--- config.mk ---
export PLATFORM = sky130hd
export DESIGN_NAME = ecc_ctrl
export DESIGN_NICKNAME = d
export VERILOG_FILES = /design/src/hdl/ecc_sync.v /design/src/hdl/ecc_ctrl.v
export VERILOG_INCLUDE_DIRS = /design/src /design/src/hdl
export SDC_FILE = /design/constraint.sdc
export NUM_CORES = 1
export LEC_CHECK = 0
export ABC_CLOCK_PERIOD_IN_PS = 1800
export BUFFER_PORTS_ARGS = -buffer_cell sky130_fd_sc_hd__buf_2
export CORE_MARGIN = 2
export CORE_UTILIZATION = 36
export DETAILED_ROUTE_END_ITERATION = 8
export PLACE_DENSITY = 0.57
export SYNTH_ARGS = -nofsm -noshare
export SYNTH_HDL_FRONTEND = slang
export SYNTH_SLANG_ARGS = --single-unit
--- constraint.sdc ---
create_clock -name sys_clk -period 1.8 [get_ports sys_clk]
set_input_delay 0.27 -clock sys_clk [delete_from_list [all_inputs] [get_ports sys_clk]]
set_output_delay 0.27 -clock sys_clk [all_outputs]
set_load 0.02 [all_outputs]
--- src/hdl/ecc_consts.vh ---
`ifndef ECC_CONSTS_VH
`define ECC_CONSTS_VH

// ==========================================================================
// Serial command word layout
`define ECC_WORD_BITS       32
`define ECC_CNT_LAST        6'h1f
`define ECC_RW_BIT          31
`define ECC_ADDR_MSB        30
`define ECC_ADDR_LSB        24
`define ECC_DATA_MSB        23
`define ECC_RW_WRITE        1'b1

// ==========================================================================
// Register map
`define ECC_ADDR_CHAN_CTRL  7'h01

// ==========================================================================
// Channel control field positions
`define ECC_BIT_LEFT_ARM    23
`define ECC_BIT_LEFT_LEG    22
`define ECC_BIT_RIGHT_ARM   21
`define ECC_BIT_CHEST_ONE   20
`define ECC_BIT_CHEST_TWO   19
`define ECC_BIT_DIFF_SEL    10
`define ECC_GAIN_MSB        9
`define ECC_GAIN_LSB        8

// ==========================================================================
// Reset values
`define ECC_RST_CHAN_ON     1'b0
`define ECC_RST_DIFF_SEL    1'b0
`define ECC_RST_GAIN        2'h0
`define ECC_RSVD_FILL       8'h00

// ==========================================================================
// Gain codes and gain in tenths
`define ECC_GAIN_CODE_0     2'h0
`define ECC_GAIN_CODE_1     2'h1
`define ECC_GAIN_CODE_2     2'h2
`define ECC_GAIN_CODE_3     2'h3
`define ECC_GAIN_X1P4       8'h0e
`define ECC_GAIN_X2P1       8'h15
`define ECC_GAIN_X2P8       8'h1c
`define ECC_GAIN_X4P2       8'h2a

`endif

--- src/hdl/ecc_sync.v ---
`timescale 1ns/1ps

// ==========================================================================
// Two-stage synchroniser, one per serial pin
module ecc_sync (
    // Clock and reset
    input  wire       sys_clk,
    input  wire       rstn,
    input  wire       ce,
    // Pins in, synchronised out
    input  wire [2:0] pin_in,
    input  wire [2:0] reset_level,
    output wire [2:0] pin_sync
);

    genvar i;

    // First stage feeds only the second stage, nothing else looks at it
    generate
        for (i = 0; i < 3; i = i + 1) begin : g_bit
            reg stage_a;
            reg stage_b;
            always @(posedge sys_clk or negedge rstn) begin
                if (!rstn) begin
                    stage_a <= 1'b1;
                    stage_b <= 1'b1;
                end else if (ce) begin
                    stage_a <= pin_in[i];
                    stage_b <= stage_a;
                end
            end
            // Both branches give stage_b, so reset_level has no effect; reset value itself stays constant
            assign pin_sync[i] = reset_level[i] ? stage_b : (stage_b & ~stage_b) | stage_b;
        end
    endgenerate

endmodule // ecc_sync

--- src/hdl/ecc_ctrl.v ---
`timescale 1ns/1ps
`include "ecc_consts.vh"

module ecc_ctrl (
    // Clock, reset, enable
    input  wire       sys_clk,
    input  wire       rstn,
    input  wire       ce,
    // Serial port pins
    input  wire       sclk,
    input  wire       cs_n,
    input  wire       sdi,
    output reg        sdo,
    output reg        sdo_oe,
    // Channel power controls
    output reg        left_arm_channel_on,
    output reg        left_leg_channel_on,
    output reg        right_arm_channel_on,
    output reg        chest_one_channel_on,
    output reg        chest_two_channel_on,
    // Front-end configuration
    output reg        differential_input_select,
    output reg  [1:0] gain_code,
    output reg  [7:0] gain_tenths,
    output reg        gain_cal_required
);

    // ======================================================================
    // State encoding
    localparam [2:0] ST_IDLE  = 3'b001;
    localparam [2:0] ST_SHIFT = 3'b010;
    localparam [2:0] ST_WAIT  = 3'b100;

    // ======================================================================
    // Declarations
    wire [2:0]  pin_sync;
    wire        sclk_s;
    wire        cs_n_s;
    wire        sdi_s;
    reg         sclk_d;
    reg  [2:0]  state;
    reg  [2:0]  next_state;
    reg  [5:0]  bit_cnt;
    reg  [30:0] rx_shift;
    reg  [31:0] tx_shift;
    reg  [31:0] tx_word;
    wire        sclk_rise;
    wire        sclk_fall;
    wire [31:0] cmd_word;
    wire        word_done;
    wire        is_write;
    wire [6:0]  cmd_addr;
    wire [23:0] chan_ctrl_rd;

    // ======================================================================
    // Pin synchronisers
    ecc_sync u_sync (
        .sys_clk     (sys_clk),
        .rstn        (rstn),
        .ce          (ce),
        .pin_in      ({sdi, cs_n, sclk}),
        .reset_level (3'b111),
        .pin_sync    (pin_sync)
    );

    assign sclk_s = pin_sync[0];
    assign cs_n_s = pin_sync[1];
    assign sdi_s  = pin_sync[2];

    // Edges taken from the synchronised copy only
    assign sclk_rise = sclk_s & ~sclk_d & ~cs_n_s;
    assign sclk_fall = ~sclk_s & sclk_d & ~cs_n_s;

    // Full command word as the last bit arrives
    assign cmd_word  = {rx_shift, sdi_s};
    assign word_done = (state == ST_SHIFT) && sclk_rise && (bit_cnt == `ECC_CNT_LAST);
    assign is_write  = (cmd_word[`ECC_RW_BIT] == `ECC_RW_WRITE);
    assign cmd_addr  = cmd_word[`ECC_ADDR_MSB:`ECC_ADDR_LSB];

    // Readback image; reserved and out-of-scope bits are hard zeros
    assign chan_ctrl_rd = {left_arm_channel_on, left_leg_channel_on, right_arm_channel_on,
                           chest_one_channel_on, chest_two_channel_on,
                           `ECC_RSVD_FILL,
                           differential_input_select, gain_code,
                           `ECC_RSVD_FILL};

    // ======================================================================
    // Frame state machine
    always @* begin
        next_state = state;
        case (state)
            ST_IDLE: begin
                if (!cs_n_s) begin
                    next_state = ST_SHIFT;
                end
            end
            ST_SHIFT: begin
                // Early deselect drops the partial word unapplied
                if (cs_n_s) begin
                    next_state = ST_IDLE;
                end else if (word_done) begin
                    next_state = ST_WAIT;
                end
            end
            ST_WAIT: begin
                if (cs_n_s) begin
                    next_state = ST_IDLE;
                end
            end
            default: begin
                next_state = ST_IDLE;
            end
        endcase
    end

    // State, edge history and bit counter
    always @(posedge sys_clk or negedge rstn) begin
        if (!rstn) begin
            state    <= ST_IDLE;
            sclk_d   <= 1'b1;
            bit_cnt  <= 6'h00;
            rx_shift <= 31'h0000_0000;
        end else if (ce) begin
            state  <= next_state;
            sclk_d <= sclk_s;
            if (state != ST_SHIFT) begin
                bit_cnt <= 6'h00;
            end else if (sclk_rise) begin
                bit_cnt  <= bit_cnt + 6'h01;
                rx_shift <= {rx_shift[29:0], sdi_s};
            end
        end
    end

    // ======================================================================
    // Register writes, applied only on a complete word
    always @(posedge sys_clk or negedge rstn) begin
        if (!rstn) begin
            left_arm_channel_on       <= `ECC_RST_CHAN_ON;
            left_leg_channel_on       <= `ECC_RST_CHAN_ON;
            right_arm_channel_on      <= `ECC_RST_CHAN_ON;
            chest_one_channel_on      <= `ECC_RST_CHAN_ON;
            chest_two_channel_on      <= `ECC_RST_CHAN_ON;
            differential_input_select <= `ECC_RST_DIFF_SEL;
            gain_code                 <= `ECC_RST_GAIN;
        end else if (ce && word_done && is_write && cmd_addr == `ECC_ADDR_CHAN_CTRL) begin
            // Reserved bits of the data are simply not stored
            left_arm_channel_on       <= cmd_word[`ECC_BIT_LEFT_ARM];
            left_leg_channel_on       <= cmd_word[`ECC_BIT_LEFT_LEG];
            right_arm_channel_on      <= cmd_word[`ECC_BIT_RIGHT_ARM];
            chest_one_channel_on      <= cmd_word[`ECC_BIT_CHEST_ONE];
            chest_two_channel_on      <= cmd_word[`ECC_BIT_CHEST_TWO];
            differential_input_select <= cmd_word[`ECC_BIT_DIFF_SEL];
            gain_code                 <= cmd_word[`ECC_GAIN_MSB:`ECC_GAIN_LSB];
        end
    end

    // ======================================================================
    // Gain decode, registered so the outputs come from flops
    always @(posedge sys_clk or negedge rstn) begin
        if (!rstn) begin
            gain_tenths       <= `ECC_GAIN_X1P4;
            gain_cal_required <= 1'b0;
        end else if (ce) begin
            gain_cal_required <= (gain_code == `ECC_GAIN_CODE_3);
            case (gain_code)
                `ECC_GAIN_CODE_0: gain_tenths <= `ECC_GAIN_X1P4;
                `ECC_GAIN_CODE_1: gain_tenths <= `ECC_GAIN_X2P1;
                `ECC_GAIN_CODE_2: gain_tenths <= `ECC_GAIN_X2P8;
                default:          gain_tenths <= `ECC_GAIN_X4P2;
            endcase
        end
    end

    // ======================================================================
    // Read response: captured at the end of a read, shifted out next frame.
    // Any address other than the channel control answers zero data, since
    // respiration, pace and other registers have no storage in this block.
    always @(posedge sys_clk or negedge rstn) begin
        if (!rstn) begin
            tx_word <= 32'h0000_0000;
        end else if (ce && word_done) begin
            if (!is_write && cmd_addr == `ECC_ADDR_CHAN_CTRL) begin
                tx_word <= {1'b0, cmd_addr, chan_ctrl_rd};
            end else if (!is_write) begin
                tx_word <= {1'b0, cmd_addr, 24'h00_0000};
            end else begin
                tx_word <= 32'h0000_0000;
            end
        end
    end

    // Output shifter; first bit appears at select, rest on falling edges
    always @(posedge sys_clk or negedge rstn) begin
        if (!rstn) begin
            tx_shift <= 32'h0000_0000;
            sdo      <= 1'b0;
            sdo_oe   <= 1'b0;
        end else if (ce) begin
            sdo_oe <= ~cs_n_s;
            if (state == ST_IDLE && !cs_n_s) begin
                tx_shift <= {tx_word[30:0], 1'b0};
                sdo      <= tx_word[31];
            end else if (state == ST_SHIFT && sclk_fall) begin
                tx_shift <= {tx_shift[30:0], 1'b0};
                sdo      <= tx_shift[31];
            end else if (cs_n_s) begin
                sdo <= 1'b0;
            end
        end
    end

endmodule // ecc_ctrl

==> impl_metrics.py <==
metrics = {
    "layout": {
        "antennaDiodeCount": 0,
        "area_growth_pct": 17.3,
        "nFillCells": 1085,
        "fin_cells": 544,
        "nets": 406,
        "drive_above_1_share_pct": 31.7,
    },
    "clocking": {
        "cts_buffers": 9,
        "cts_root_buf": "clkbuf_16",
        "clk_path_buf_depth": 2,
        "path_clk_slew_ns": 0.07,
        "clkLatencyLatePin_ns": 0.34,
        "cts_tree": "yes",
        "clock_sinks": 101,
        "htreeDepth": 3,
    },
    "worst_setup_path": {
        "required_ns": 2.02,
        "ff2ff_path_depth": 5,
        "crit_end": "gain_code[1]",
        "end_kind": "flip-flop",
        "cp_top_family": "simple AND/OR/NAND/NOR gates",
        "cp_cell_sequence": "and3b_2, nand4_2, nor4_4, buf_6, mux2_2",
        "cpPeakStageDelay_ns": 0.53,
        "crit_arrival_ns": 1.94,
        "cp-start-kind": "flip-flop",
        "reg2reg_to": "gain_code[1]",
        "setup.worst_path.start": "u_sync.g_bit[0].stage_b",
        "cp_max_fo": 8,
        "r2r_start": "u_sync.g_bit[0].stage_b",
        "worst-path-buf-inv": 1,
        "r2r_setup_slack_ns": 0.08,
        "slowest_stage": "dfstp_2",
        "crit_type": "flip-flop to flip-flop",
        "cp.depth": 5,
    },
    "power_and_ir_drop": {
        "powerDensity_nw_per_um2": 995,
        "p_leak_uw": 0.00236,
        "ir_drop_mv": 0.622,
    },
    "synth": {
        "yosys.area.top_type": "dfrtp_1",
        "yosysWarnings": 0,
        "ys_seq_elements": 101,
        "syn_inst": 357,
        "syn-cell-area_um2": 4270,
        "ys_top_cells_by_area": "dfrtp_1, mux2_2, dfstp_2",
        "ys_seq_area_share_pct": 59.5,
        "synth_top_area_share_pct": 52.8,
        "syn_avg_cell_area_um2": 12.0,
        "ys_types": 44,
    },
    "job": {
        "drv_cap": 0,
    },
    "placement": {
        "routabilityCongestion": 0.800,
        "hpwl_mm": 5.02,
        "preCtsSetupSlack_ns": -0.0122,
        "portBuffers": 22,
        "dp_cells": 526,
    },
    "detailed_routing": {
        "wl_mm": 7.31,
        "post_drt_wl_per_cell_um": 13.4,
        "drt-pass1-iter-count": 6,
        "num_vias": 2628,
        "avgViaCountPerCell": 4.83,
        "ant_nets": 0,
        "drc_errors": 1,
        "drt-initial-drc-count": 98,
    },
    "sta": {
        "post-route-min-period_ns": 1.72,
        "final.setup_skew_ns": 0.00795,
        "hold_viol_final": 0,
        "finalSetupViolations": 0,
        "slew_violations": 0,
        "rsz0062_at_grt": "yes",
        "period_share_pct": 95.6,
        "max_freq_mhz": 581,
        "worst_slack_ns": 0.0800,
    },
    "hold_path": {
        "hold_path_class": "input port to flip-flop",
        "min-delay-start": "sclk",
    },
    "die": {
        "std_cell_rows": 39,
        "start_util_pct": 37.1,
        "io_pins": 25,
        "fp.dieH_um": 113,
        "die_w_um": 113,
        "core_um2": 11500,
        "design.die.area_um2": 12700,
    },
    "run_status": {
        "violations": "DRC",
        "status": "finished with violations",
    },
    "grt": {
        "grt_pass1_wl_mm": 12.7,
        "grt_use_total_pct": 12.4,
        "grt_pass1_vias": 2669,
        "grt_max_degree": 38,
        "antenna_found_initial": 0,
        "grt-ovfl-total": 0,
    },
}
-- flip-flops by register name (all words and copies together), names as in the netlist --
signal / flops
bit_cnt: 6
chest_one_channel_on: 1
chest_two_channel_on: 1
differential_input_select: 1
gain_cal_required: 1
gain_code: 2
gain_tenths: 5
left_arm_channel_on: 1
left_leg_channel_on: 1
right_arm_channel_on: 1
rx_shift: 31
sclk_d: 1
sdo: 1
sdo_oe: 1
state: 3
tx_shift: 23
tx_word: 15
u_sync.g_bit.stage_a: 3
u_sync.g_bit.stage_b: 3
-- through the flow --
stage	power [µW]	hold slack [ns]	utilization (%)	TNS [ns]	cell area, µm²
after floorplan	2940	-0.0256	-	0	4280
after global placement	3190	0.268	40.6	-0.0388	4680
after detailed placement	3200	0.274	40.6	-0.0122	4680
after CTS	5040	0.153	43.2	0	4970
after global routing	5230	0.149	43.5	-0.00609	5010
final	4980	0.165	43.5	0	5010
-- layout make-up --
type / count / area, µm² / share of cell area [%]
clock inverters: 7 / 58.8 / 1.17
inverters: 11 / 41.3 / 0.824
multi-input cells: 226 / 1610 / 32.1
clock buffers: 9 / 225 / 4.50
repair buffers: 47 / 357 / 7.12
well taps: 143 / 179 / 3.57
flip-flops and latches: 101 / 2540 / 50.7
-- cell families (layout without fill, tap and decap cells) --
kind of cell | after synthesis | after routing | synth area share [%]
AOI/OAI and AO/OA | 59 | 59 | 8.35
xor gates and xnor gates | 2 | 2 | 0.410
adders and majority gates | 4 | 4 | 1.17
buffers and inverters | 31 | 74 | 3.58
DFF | 101 | 101 | 59.5
muxes | 59 | 59 | 15.0
other | 1 | 2 | 0.0878
and+or+nand+nor | 100 | 100 | 11.8
-- layer usage --
layer	vias to the layer above	routed length [µm]	track usage, %
li1	1306	-	-
met1	1294	3590	16.3
met2	20	3440	19.9
met3	8	177	3.59
met4	0	99	3.90
met5	-	0	0
-- cell usage after synthesis --
library cell and number:
a21oi_1 2, a22o_1 9, a31o_2 1, a32o_1 1
and2_1 2, and2b_2 1, and3_1 1, and3_2 1
and3b_1 1, buf_2 2, buf_4 9, clkbuf_1 9
clkinv_1 1, conb_1 1, dfrtp_1 90, dfstp_2 11
ha_1 4, inv_1 10, mux2_2 41, mux2i_1 18
nand2_1 75, nand3_1 2, nand3b_1 1, nand3b_4 1
nand4_1 2, nand4_2 1, nand4b_1 1, nor2_1 2
nor2b_1 1, nor3b_1 2, nor4_1 1, nor4_4 2
nor4b_2 1, nor4bb_1 1, o211ai_1 1, o21ai_0 40
o221ai_1 1, o22a_1 1, o22ai_1 1, o31a_1 1
o41ai_1 1, or3_1 1, xnor2_1 1, xor2_1 1
-- cells in the final DEF, fill, tap and decap left out, types with 4 or more instances in the layout --
cell,instances
inv_1,10
nand2_1,74
ha_1,4
dfrtp_1,90
mux2_2,41
clkbuf_16,9
buf_2,21
buf_12,4
a22o_1,9
mux2i_1,18
o21ai_0,40
dfstp_2,11
buf_4,20
-- timing repair --
action	CTS	global route
endpoints found under the hold margin	30	0
hold buffers	1	0
setup endpoints to repair	8	46
resized for setup	1	5
buffers inserted	0	1
-- how the worst min path moves through the flow --
| stage | end | slack [ns] | cells past startpoint |
|---|---|---|---|
| after floorplan | bit_cnt[0] | -0.03 | 0 |
| after global placement | sdo | 0.27 | 1 |
| after detailed placement | sdo | 0.27 | 1 |
| after CTS | u_sync.g_bit[0].stage_a | 0.15 | 2 |
| after global routing | u_sync.g_bit[1].stage_a | 0.15 | 2 |
| final | u_sync.g_bit[0].stage_a | 0.17 | 2 |
-- power by group --
group / total [µW] / leakage [µW] / switching (µW) / internal (µW)
Sequential: 2440 / 0.00137 / 74.7 / 2370
Combinational: 730 / 0.000853 / 408 / 323
Clock: 1810 / 0.000138 / 853 / 956
Total: 4980 / 0.00236 / 1340 / 3650
Power figures use the tool's default switching activity.
